## config.mk

```make
export PLATFORM = sky130hd
export DESIGN_NAME = ime_exec
export DESIGN_NICKNAME = d
export VERILOG_FILES = /design/src/verilog/ime_pkg.sv /design/src/verilog/ime_decode.sv /design/src/verilog/ime_exec.sv /design/src/verilog/ime_portd.sv
export SDC_FILE = /design/constraint.sdc
export NUM_CORES = 1
export LEC_CHECK = 0
export ABC_AREA = 1
export BUFFER_PORTS_ARGS = -buffer_cell sky130_fd_sc_hd__buf_2
export CAP_MARGIN = 25
export CORE_UTILIZATION = 40
export CTS_BUF_LIST = sky130_fd_sc_hd__clkbuf_2
export CTS_CLUSTER_DIAMETER = 80
export DETAILED_ROUTE_END_ITERATION = 12
export PLACE_DENSITY_LB_ADDON = 0.3
export SLEW_MARGIN = 20
export SYNTH_ARGS = -nofsm -noshare
export SYNTH_HDL_FRONTEND = slang
export SYNTH_SLANG_ARGS = --single-unit
```

## constraint.sdc

```tcl
create_clock -name i_ref_clk -period 1.9 [get_ports i_ref_clk]
set_input_delay 0 -clock i_ref_clk [delete_from_list [all_inputs] [get_ports i_ref_clk]]
set_output_delay 0 -clock i_ref_clk [all_outputs]
set_load 0.02 [all_outputs]
```

## src/verilog/ime_pkg.sv

```systemverilog
// shared constants, opcodes and carrier types for the io/misc instruction block
package ime_pkg;

  localparam int OPC_W = 9;

  // one-word opcodes
  localparam logic [8:0] OPC_CLEAR_ALL_PORTD = 9'h011;
  localparam logic [8:0] OPC_CLEAR_PORTD_BIT = 9'h014;
  localparam logic [8:0] OPC_SET_PORTD_BIT   = 9'h015;
  localparam logic [8:0] OPC_PORTE_OUTPUT    = 9'h084;
  localparam logic [8:0] OPC_PORTE_INPUT     = 9'h056;
  localparam logic [8:0] OPC_PORTG_OUTPUT    = 9'h080;
  localparam logic [8:0] OPC_PORTG_INPUT     = 9'h028;
  localparam logic [8:0] OPC_ENTER_BACKUP    = 9'h00D;
  localparam logic [8:0] OPC_POWER_FLAG_SKIP = 9'h003;
  localparam logic [8:0] OPC_CLOCK_CHANGE    = 9'h059;
  localparam logic [8:0] OPC_LOGIC_SEL_LOAD  = 9'h058;
  localparam logic [8:0] OPC_UPPER_ROM_SET   = 9'h082;
  localparam logic [8:0] OPC_PULLDOWN_LOAD   = 9'h08F;
  localparam logic [8:0] OPC_WATCHDOG_RST    = 9'h00F;
  // two-word port D zero test
  localparam logic [8:0] OPC_PORTD_ZSKIP_W1  = 9'h024;
  localparam logic [8:0] OPC_PORTD_ZSKIP_W2  = 9'h02B;

  // values after reset
  localparam logic [7:0] RST_PORTD      = 8'h00;
  localparam logic [1:0] RST_PORTE      = 2'h0;
  localparam logic [3:0] RST_PORTG      = 4'h0;
  localparam logic [1:0] RST_LOGIC_SEL  = 2'h0;
  localparam logic [2:0] RST_PULLDOWN   = 3'h0;

  typedef enum logic [3:0] {
    IME_OP_NONE,
    IME_OP_CLEAR_ALL_PORTD,
    IME_OP_CLEAR_PORTD_BIT,
    IME_OP_SET_PORTD_BIT,
    IME_OP_PORTD_ZERO_SKIP,
    IME_OP_PORTE_OUTPUT,
    IME_OP_PORTE_INPUT,
    IME_OP_PORTG_OUTPUT,
    IME_OP_PORTG_INPUT,
    IME_OP_ENTER_BACKUP,
    IME_OP_POWER_FLAG_SKIP,
    IME_OP_CLOCK_CHANGE,
    IME_OP_LOGIC_SELECT_LOAD,
    IME_OP_UPPER_ROM_REF_SET,
    IME_OP_PULLDOWN_LOAD,
    IME_OP_WATCHDOG_RESTART
  } ime_op_t;

  typedef enum logic {
    IME_ST_IDLE,
    IME_ST_ZSKIP_WORD2
  } ime_state_t;

  typedef struct packed {
    logic             valid;
    logic [OPC_W-1:0] code;
  } ime_instr_t;

  typedef struct packed {
    logic       en;
    logic [3:0] data;
  } ime_acc_wr_t;

endpackage

```

## src/verilog/ime_decode.sv

```systemverilog
// opcode decoder for the io/misc instruction group
`timescale 1ns/100ps
`default_nettype none
module ime_decode (
  input  wire ime_pkg::ime_instr_t i_instr,
  output var  ime_pkg::ime_op_t    o_op
);
  import ime_pkg::*;

  always_comb begin
    o_op = IME_OP_NONE;
    if (i_instr.valid) begin
      unique case (i_instr.code)
        OPC_CLEAR_ALL_PORTD: o_op = IME_OP_CLEAR_ALL_PORTD;
        OPC_CLEAR_PORTD_BIT: o_op = IME_OP_CLEAR_PORTD_BIT;
        OPC_SET_PORTD_BIT:   o_op = IME_OP_SET_PORTD_BIT;
        OPC_PORTD_ZSKIP_W1:  o_op = IME_OP_PORTD_ZERO_SKIP;
        OPC_PORTE_OUTPUT:    o_op = IME_OP_PORTE_OUTPUT;
        OPC_PORTE_INPUT:     o_op = IME_OP_PORTE_INPUT;
        OPC_PORTG_OUTPUT:    o_op = IME_OP_PORTG_OUTPUT;
        OPC_PORTG_INPUT:     o_op = IME_OP_PORTG_INPUT;
        OPC_ENTER_BACKUP:    o_op = IME_OP_ENTER_BACKUP;
        OPC_POWER_FLAG_SKIP: o_op = IME_OP_POWER_FLAG_SKIP;
        OPC_CLOCK_CHANGE:    o_op = IME_OP_CLOCK_CHANGE;
        OPC_LOGIC_SEL_LOAD:  o_op = IME_OP_LOGIC_SELECT_LOAD;
        OPC_UPPER_ROM_SET:   o_op = IME_OP_UPPER_ROM_REF_SET;
        OPC_PULLDOWN_LOAD:   o_op = IME_OP_PULLDOWN_LOAD;
        OPC_WATCHDOG_RST:    o_op = IME_OP_WATCHDOG_RESTART;
        // codes outside this group belong to other executors
        default:             o_op = IME_OP_NONE;
      endcase
    end
  end
endmodule
`default_nettype wire

```

## src/verilog/ime_exec.sv

```systemverilog
// executor for the io and miscellaneous instructions of the 4-bit core
`timescale 1ns/100ps
`default_nettype none
module ime_exec (
  input  wire logic                 i_ref_clk,
  input  wire logic                 i_rst,
  input  wire ime_pkg::ime_instr_t  i_instr,
  input  wire logic [3:0]           i_acc,
  input  wire logic [2:0]           i_reg_y,
  input  wire logic [7:0]           i_portd_in,
  input  wire logic [2:0]           i_porte_in,
  input  wire logic [3:0]           i_portg_in,
  input  wire logic                 i_power_flag,
  input  wire logic                 i_wakeup,
  output var  logic [7:0]           o_portd_out,
  output var  logic [7:0]           o_portd_oe,
  output var  logic [1:0]           o_porte_out,
  output var  logic [3:0]           o_portg_out,
  output var  ime_pkg::ime_acc_wr_t o_acc_wr,
  output var  logic                 o_skip,
  output var  logic                 o_done,
  output var  logic                 o_backup,
  output var  logic                 o_system_clock_source,
  output var  logic [1:0]           o_logic_op_select,
  output var  logic                 o_upper_rom_ref_flag,
  output var  logic [2:0]           o_pulldown_control,
  output var  logic                 o_watchdog_flag_one_clr
);
  import ime_pkg::*;

  ime_op_t    op;
  ime_state_t state_r;
  ime_state_t state_nxt;
  logic       take;
  logic       word2_ok;
  logic [7:0] portd_latch;

  ime_decode u_decode (
    .i_instr (i_instr),
    .o_op    (op)
  );

  // only decode new instructions while no two-word test is open
  assign take     = (state_r == IME_ST_IDLE) && (op != IME_OP_NONE);
  assign word2_ok = (state_r == IME_ST_ZSKIP_WORD2) && i_instr.valid
                    && (i_instr.code == OPC_PORTD_ZSKIP_W2);

  ime_portd u_portd (
    .i_ref_clk (i_ref_clk),
    .i_rst     (i_rst),
    .i_clr_all (take && op == IME_OP_CLEAR_ALL_PORTD),
    .i_clr_bit (take && op == IME_OP_CLEAR_PORTD_BIT),
    .i_set_bit (take && op == IME_OP_SET_PORTD_BIT),
    .i_sel     (i_reg_y),
    .o_latch   (portd_latch)
  );

  // a one latch drives the pin high, a zero leaves it high-impedance
  assign o_portd_out = portd_latch;
  assign o_portd_oe  = portd_latch;

  always_comb begin
    state_nxt = state_r;
    unique case (state_r)
      IME_ST_IDLE: begin
        if (take && op == IME_OP_PORTD_ZERO_SKIP) begin
          state_nxt = IME_ST_ZSKIP_WORD2;
        end
      end
      IME_ST_ZSKIP_WORD2: begin
        // a stray word closes the test without a skip
        if (i_instr.valid) begin
          state_nxt = IME_ST_IDLE;
        end
      end
    endcase
  end

  always_ff @(posedge i_ref_clk) begin
    if (i_rst) begin
      state_r <= IME_ST_IDLE;
    end else begin
      state_r <= state_nxt;
    end
  end

  always_ff @(posedge i_ref_clk) begin
    if (i_rst) begin
      o_skip <= 1'b0;
    end else begin
      o_skip <= (word2_ok && !i_portd_in[i_reg_y])
                || (take && op == IME_OP_POWER_FLAG_SKIP && i_power_flag);
    end
  end

  // carry is never written here; no path to it exists
  always_ff @(posedge i_ref_clk) begin
    if (i_rst) begin
      o_done <= 1'b0;
    end else begin
      o_done <= (take && op != IME_OP_PORTD_ZERO_SKIP) || word2_ok;
    end
  end

  always_ff @(posedge i_ref_clk) begin
    if (i_rst) begin
      o_porte_out <= RST_PORTE;
      o_portg_out <= RST_PORTG;
    end else if (take && op == IME_OP_PORTE_OUTPUT) begin
      o_porte_out <= i_acc[1:0];
    end else if (take && op == IME_OP_PORTG_OUTPUT) begin
      o_portg_out <= i_acc;
    end
  end

  always_ff @(posedge i_ref_clk) begin
    if (i_rst) begin
      o_acc_wr <= '0;
    end else if (take && op == IME_OP_PORTE_INPUT) begin
      // a3 is written as zero; port E has only three input bits
      o_acc_wr <= '{en: 1'b1, data: {1'b0, i_porte_in}};
    end else if (take && op == IME_OP_PORTG_INPUT) begin
      o_acc_wr <= '{en: 1'b1, data: i_portg_in};
    end else begin
      o_acc_wr <= '0;
    end
  end

  // held until wakeup logic outside releases it
  always_ff @(posedge i_ref_clk) begin
    if (i_rst) begin
      o_backup <= 1'b0;
    end else if (take && op == IME_OP_ENTER_BACKUP) begin
      o_backup <= 1'b1;
    end else if (i_wakeup) begin
      o_backup <= 1'b0;
    end
  end

  // one-way switch: only reset returns to the divided clock
  always_ff @(posedge i_ref_clk) begin
    if (i_rst) begin
      o_system_clock_source <= 1'b0;
    end else if (take && op == IME_OP_CLOCK_CHANGE) begin
      o_system_clock_source <= 1'b1;
    end
  end

  always_ff @(posedge i_ref_clk) begin
    if (i_rst) begin
      o_logic_op_select <= RST_LOGIC_SEL;
    end else if (take && op == IME_OP_LOGIC_SELECT_LOAD) begin
      o_logic_op_select <= i_acc[1:0];
    end
  end

  always_ff @(posedge i_ref_clk) begin
    if (i_rst) begin
      o_upper_rom_ref_flag <= 1'b0;
    end else if (take && op == IME_OP_UPPER_ROM_REF_SET) begin
      o_upper_rom_ref_flag <= 1'b1;
    end
  end

  always_ff @(posedge i_ref_clk) begin
    if (i_rst) begin
      o_pulldown_control <= RST_PULLDOWN;
    end else if (take && op == IME_OP_PULLDOWN_LOAD) begin
      o_pulldown_control <= i_acc[2:0];
    end
  end

  always_ff @(posedge i_ref_clk) begin
    if (i_rst) begin
      o_watchdog_flag_one_clr <= 1'b0;
    end else begin
      o_watchdog_flag_one_clr <= take && op == IME_OP_WATCHDOG_RESTART;
    end
  end
endmodule
`default_nettype wire

```

## src/verilog/ime_portd.sv

```systemverilog
// port D output latches, one flop per bit, addressed by register Y
`timescale 1ns/100ps
`default_nettype none
module ime_portd (
  input  wire  logic       i_ref_clk,
  input  wire  logic       i_rst,
  input  wire  logic       i_clr_all,
  input  wire  logic       i_clr_bit,
  input  wire  logic       i_set_bit,
  input  wire  logic [2:0] i_sel,
  output var   logic [7:0] o_latch
);
  import ime_pkg::*;

  genvar g;
  generate
    for (g = 0; g < 8; g++) begin : g_bit
      always_ff @(posedge i_ref_clk) begin
        if (i_rst) begin
          o_latch[g] <= RST_PORTD[g];
        end else if (i_clr_all) begin
          o_latch[g] <= 1'b0;
        end else if (i_sel == 3'(g)) begin
          if (i_clr_bit) begin
            o_latch[g] <= 1'b0;
          end else if (i_set_bit) begin
            o_latch[g] <= 1'b1;
          end
        end
      end
    end
  endgenerate
endmodule
`default_nettype wire
```

* Yosys cells after proc, flatten, opt, wreduce, memory -nomap -nowiden
Cells that the tools add are included.
** Word-level totals
- Register bits :: 31
- Bits in latches :: 0
- Bits in writable memories :: 0
- Bits in read-only memories :: 0
- Input bits :: 36
- Output and inout port bits :: 38
- Memories :: 0
** Cells by class
- $add $sub $neg :: 0
- $mul :: 0
- Div/mod/pow operators :: 0
- Order comparisons :: 1
- Equality and inequality tests :: 39
- Shift-type cells :: 0
- Muxes and demuxes :: 13
- Bitwise logic cells :: 3
- Reduce and logical (&&, ||, !) cells :: 39
** Operator list (count)
- one-hot mux 4 bit (15 select lines) :: 1
- equality test 9 x 8 -> 1 bit, second input constant :: 4
- equality test 4 bit, second input constant :: 8
- equality test 9 x 5 -> 1 bit, second input constant :: 3
- equality test 9 x 6 -> 1 bit, second input constant :: 3
- equality test 9 x 7 -> 1 bit, second input constant :: 3
- logical AND 1 bit :: 21
- equality test 9 x 4 -> 1 bit, second input constant :: 2
- AND reduction 2 bit :: 9
- equality test 4 x 3 -> 1 bit, second input constant :: 4
- equality test 3 bit, second input constant :: 4
- 2-to-1 mux 5 bit :: 2
- equality test 9 x 2 -> 1 bit, second input constant :: 1
- equality test 4 x 2 -> 1 bit, second input constant :: 2
- 2-to-1 mux 1 bit :: 7
- equality test 3 x 2 -> 1 bit, second input constant :: 2
- equality test 4 x 1 -> 1 bit, second input constant :: 1
- less-than comparator 3 x 4 -> 1 bit, second input constant :: 1
- 2-to-1 mux 4 bit :: 1
- != test 4 x 3 -> 1 bit, second input constant :: 1
- nonzero test 2 bit :: 2
- nonzero test 4 bit :: 1
- binary-select mux 1 bit (select 3 bit) :: 1
- equality test 3 x 1 -> 1 bit, second input constant :: 1
- 7 further kinds :: 10

* Depth between registers and ports, before layout
- Depth in word-level cells :: 8
- Gate-level depth with buffers :: 17
- Depth with buffers taken out :: 17

* Modules after synthesis
A second synthesis with hierarchy kept.
** Unflattened totals
- Cells, all modules :: 297
- Area total of the unflattened synthesis :: 1804.2 µm²
** Modules (own cells, without submodules)
- ime_exec :: instances 1, cells an instance 150, area an instance 1037.2 µm²
- ime_portd :: instances 1, cells an instance 62, area an instance 409.1 µm²
- ime_decode :: instances 1, cells an instance 85, area an instance 357.8 µm²

* Least setup slack after synthesis
OpenSTA, ideal clock, no wires.
- Kind :: in2reg
- From :: input port i_instr[5] (netlist bit)
- To :: register o_acc_wr[0] (netlist bit)
- Setup time :: 0.109 ns
- Arrival :: 1.261 ns
- Data required time :: 1.791 ns
- Setup slack :: 0.530 ns
- Stages on the path :: 16
- Path buffers :: 0
- Cells stage by stage :: inv_1 -> nand2_1 -> nor2_1 -> nand3_1 -> nand2_2 -> nor2_1 -> nand2_1 -> nand2_1 -> nand2_1 -> inv_1 -> nand2_1 -> nand3_2 -> nand2_1 -> nand2_1 -> nand2_1 -> inv_1
** On the way
- Longest elaborated chain between the ends :: 8
- Elaborated cells on any way between the ends :: 25
- Classes of those cells :: eq/ne (17); mux (4); reduce/logical (4)
** RTL lines
- from (decl) :: line ime_exec.sv:7 : input wire ime_pkg::ime_instr_t i_instr,
- equality test 9 x 4 -> 1 bit, or another cell as far along :: line ime_decode.sv:13 : unique case (i_instr.code)
- one-hot mux 4 bit (15 select lines) (*) :: line ime_decode.sv:13
- 2-to-1 mux 4 bit (*) :: line ime_decode.sv:12 : if (i_instr.valid) begin
- nonzero test 4 bit :: line ime_exec.sv:44 : assign take = (state_r == IME_ST_IDLE) && (op != IME_OP_NONE);
- logical AND 1 bit :: line ime_exec.sv:44
- logical AND 1 bit :: line ime_exec.sv:122 : end else if (take && op == IME_OP_PORTG_INPUT) begin
- 2-to-1 mux 5 bit :: line ime_exec.sv:122
- 2-to-1 mux 5 bit (*) :: line ime_exec.sv:119 : end else if (take && op == IME_OP_PORTE_INPUT) begin
- to (signal assigned) :: line ime_exec.sv:121 : o_acc_wr <= '{en: 1'b1, data: {1'b0, i_porte_in}};
- to (signal assigned) :: line ime_exec.sv:123 : o_acc_wr <= '{en: 1'b1, data: i_portg_in};
- to (decl) :: line ime_exec.sv:19 : output var ime_pkg::ime_acc_wr_t o_acc_wr,
Mark *: on every way between the ends. The rest lies on a longest branch, timed or not.
A chain may end at the register's enable or synchronous reset.

* Worst setup path after layout
- From :: input port i_instr[0] (netlist bit)
- To :: register o_acc_wr[1] (netlist bit)
The elaborated chain is that of the path after synthesis.

==> impl_metrics.ini <==
[power]
p_leak_nw = 1.41
cellPowerDensity_nw_per_um2 = 421
power_mw = 1.12
ir_drop_uv = 271

[timing]
fmax_mhz = 559
setup_viol = 0
post-route-period-util_pct = 94.1
hold_viol_final = 0
worst_pin_slew_ns = 0.396
drv_slew = 0
clock_skew_ns = 0.00784
fin_hold_ws_ns = 0.0503
period_needed_ns = 1.79
slew-limit-headroom_pct = 73.5
fin_ws_ns = 0.111

[drt]
ant_nets = 0
post_drt_wl_per_cell_um = 10.9
drc = 0
first_pass_iters = 4
drt-total-wl_um = 5150
vias = 2267
drt_iter0_drc = 78
routed_via_density = 4.77

[place]
pre_cts_ws_ns = 0.121
dp_cells = 448
io_buffers = 73
gp_congestion = 0.939
place_hpwl_um = 3730

[layout]
fin_util_pct = 56.5
drive_above_1_share_pct = 35.5
antennaDiodeCount = 0
area_growth_syn_to_layout_pct = 35.3
fin_cells = 475
seqCellArea_um2 = 621
fillers = 489
nets = 444
multi_input_area_um2 = 1180

[synthesis]
synth_warnings = 0
ys_types = 29
synthCells = 318
synth_seq_cells = 31
synth_area_um2 = 1970
yosysSeqAreaShare_pct = 31.5
synth_nets = 354
syn_avg_cell_area_um2 = 6.20

[setup_path]
critPathMaxStageDelay_ns = 0.55
cp_max_fo = 4
worstPathRequired_ns = 2.21
worstSetupEndpointType = flop
crit_type = primary input to flop
path_buf_inv = 4
critPathLaunchType = primary input
critPathTopFamily = simple AND/OR/NAND/NOR gates
crit_arrival_ns = 2.10
crit_slowest_cell = dlygate4sd3_1
crit_chain = buf_2, nor2_2, inv_2, nor2_1, nand2_1, nand2_1, nor2_4, nand2_2, nand2_2, nand2_4, nor2_1, nor2_4, o21ai_2, nor2_4, nand2_1, dlygate4sd3_1, inv_1

[clock_network]
clock_sinks = 31
cts_buffers = 5
ctsRootBufferMaster = clkbuf_2
clkTransAtPathRegs_ns = 0.14
cts_tree = built
h-tree-depth = 2
clk_latency_ns = 0.35
clockBufferDepth = 2

[grt]
grt_usage_pct = 20.0
grt_pass1_vias = 1949
grt_max_degree = 17
antenna_found_initial = 0
overflow = 0
grt_pass1_wl_um = 8290

[die]
die_area_um2 = 5210
rows = 25
io_pins = 74
die_y_um = 72.2
die_w_um = 72.2
design.core.area_um2 = 4720
start_util_pct = 41.7

[min_path]
min_path_type = primary input to flop

[job]
max_cap_viol_count = 0

[run_status]
status = finished clean
## kinds of logic (layout without fill, tap and decap cells)
kind of cell / count (synthesis) / after routing / share of synthesized area (%)
AND/OR/NAND/NOR: 209 / 209 / 49.6
flip-flops: 31 / 31 / 31.5
AO/OA/AOI/OAI: 19 / 19 / 5.71
buffers and inverters: 59 / 149 / 13.2
## path summary, 6_finish.rpt
check | slack, ns | end | from | cells past startpoint
min | 0.05 | u_portd.o_latch[4] | i_reg_y[2] | 4
max | 0.11 | o_acc_wr[1] | i_instr[0] | 17
max reg2reg | 0.16 | o_skip | state_r | 6
min reg2reg | 0.47 | o_upper_rom_ref_flag | o_upper_rom_ref_flag | 2
## worst reg2reg max path, stage by stage (launching register included)
cell and delay [ns]:
dfxtp_1 0.42, inv_1 0.19, nand3_1 0.24, inv_1 0.06, a31oi_1 0.12, nor2_1 0.05
dlygate4sd3_1 0.56
## layout by cell type (no fill, tap or decap)
cell / count
nor2_1: 53
a21oi_1: 6
nor2_2: 12
nor2_8: 1
nand2_4: 1
buf_2: 73
inv_1: 32
nor3_4: 1
a31oi_1: 1
or2_2: 1
nand3_2: 4
nand2_2: 14
buf_4: 8
nand3_1: 23
inv_2: 12
a41oi_1: 1
nor3_1: 10
clkinv_2: 1
clkbuf_2: 5
o21ai_2: 2
dfxtp_1: 31
nand2_1: 63
dlygate4sd3_1: 15
nor2_4: 8
a22oi_1: 2
nor4_1: 1
o21ai_0: 7
nand4_1: 15
clkinv_1: 3
nor3_2: 1
nand4_2: 1
## cells in the mapped netlist
library cell	number	area, µm²
nand2_1	70	263
nor2_4	5	56.3
inv_1	35	131
or2_2	1	6.26
clkinv_1	2	7.51
nor2_1	66	248
nand4_1	15	93.8
o21ai_2	2	17.5
buf_6	1	11.3
o21ai_0	7	35.0
nor2_2	2	12.5
nand3_2	1	10.0
a31oi_1	1	6.26
nor4_1	1	6.26
a21oi_1	6	30.0
nand2_4	1	11.3
nand3_1	26	130
nor2_8	1	20.0
buf_4	8	60.1
buf_2	1	5.00
a22oi_1	2	15.0
nand4_2	1	12.5
a41oi_1	1	8.76
inv_2	9	33.8
nand2_2	7	43.8
nor3_1	11	55.1
dfxtp_1	31	621
clkbuf_1	3	11.3
nor3_2	1	10.0
## where the power goes
part           switching (mW)  total, mW  internal [mW]
Sequential           0.000433      0.652          0.651
Combinational           0.110      0.182         0.0721
Clock                   0.213      0.291         0.0778
Total                   0.323       1.12          0.801
## flip-flops by register name (all words and copies together) (netlist names)
signal / cells
o_portg_out: 4
o_logic_op_select: 2
o_pulldown_control: 3
o_acc_wr: 5
o_done: 1
state_r: 1
o_skip: 1
o_backup: 1
o_system_clock_source: 1
o_upper_rom_ref_flag: 1
o_watchdog_flag_one_clr: 1
o_porte_out: 2
u_portd.o_latch: 8
## layer usage
metal | wire length [µm] | global-route usage (%) | vias up
li1 | - | - | 1184
met1 | 2230 | 25.1 | 985
met2 | 2480 | 33.5 | 86
met3 | 337 | 4.58 | 12
met4 | 105 | 7.41 | 0
met5 | 0 | 0 | -
## through the flow
step | TNS [ns] | area, µm²
floorplan | 0 | 1970
global placement | 0 | 2360
detailed placement | 0 | 2360
CTS | 0 | 2540
global route | -0.0582 | 2670
finish | 0 | 2670
## cell type report
| type | instances | area share (%) |
|---|---|---|
| clock buffers | 5 | 0.938 |
| clock inverters | 2 | 0.328 |
| inverters | 46 | 6.47 |
| multi-input cells | 228 | 44.3 |
| flip-flops and latches | 31 | 23.3 |
| well taps | 67 | 3.14 |
| repair buffers | 96 | 21.6 |
## repair_timing
action / 4_1_cts / 5_1_grt
gates resized for setup: 0 / 31
buffers inserted: 0 / 5
hold buffers: 15 / 0
hold endpoints to repair: 20 / 0
setup endpoints to repair: 0 / 1
(Power assumes the default switching activity.)
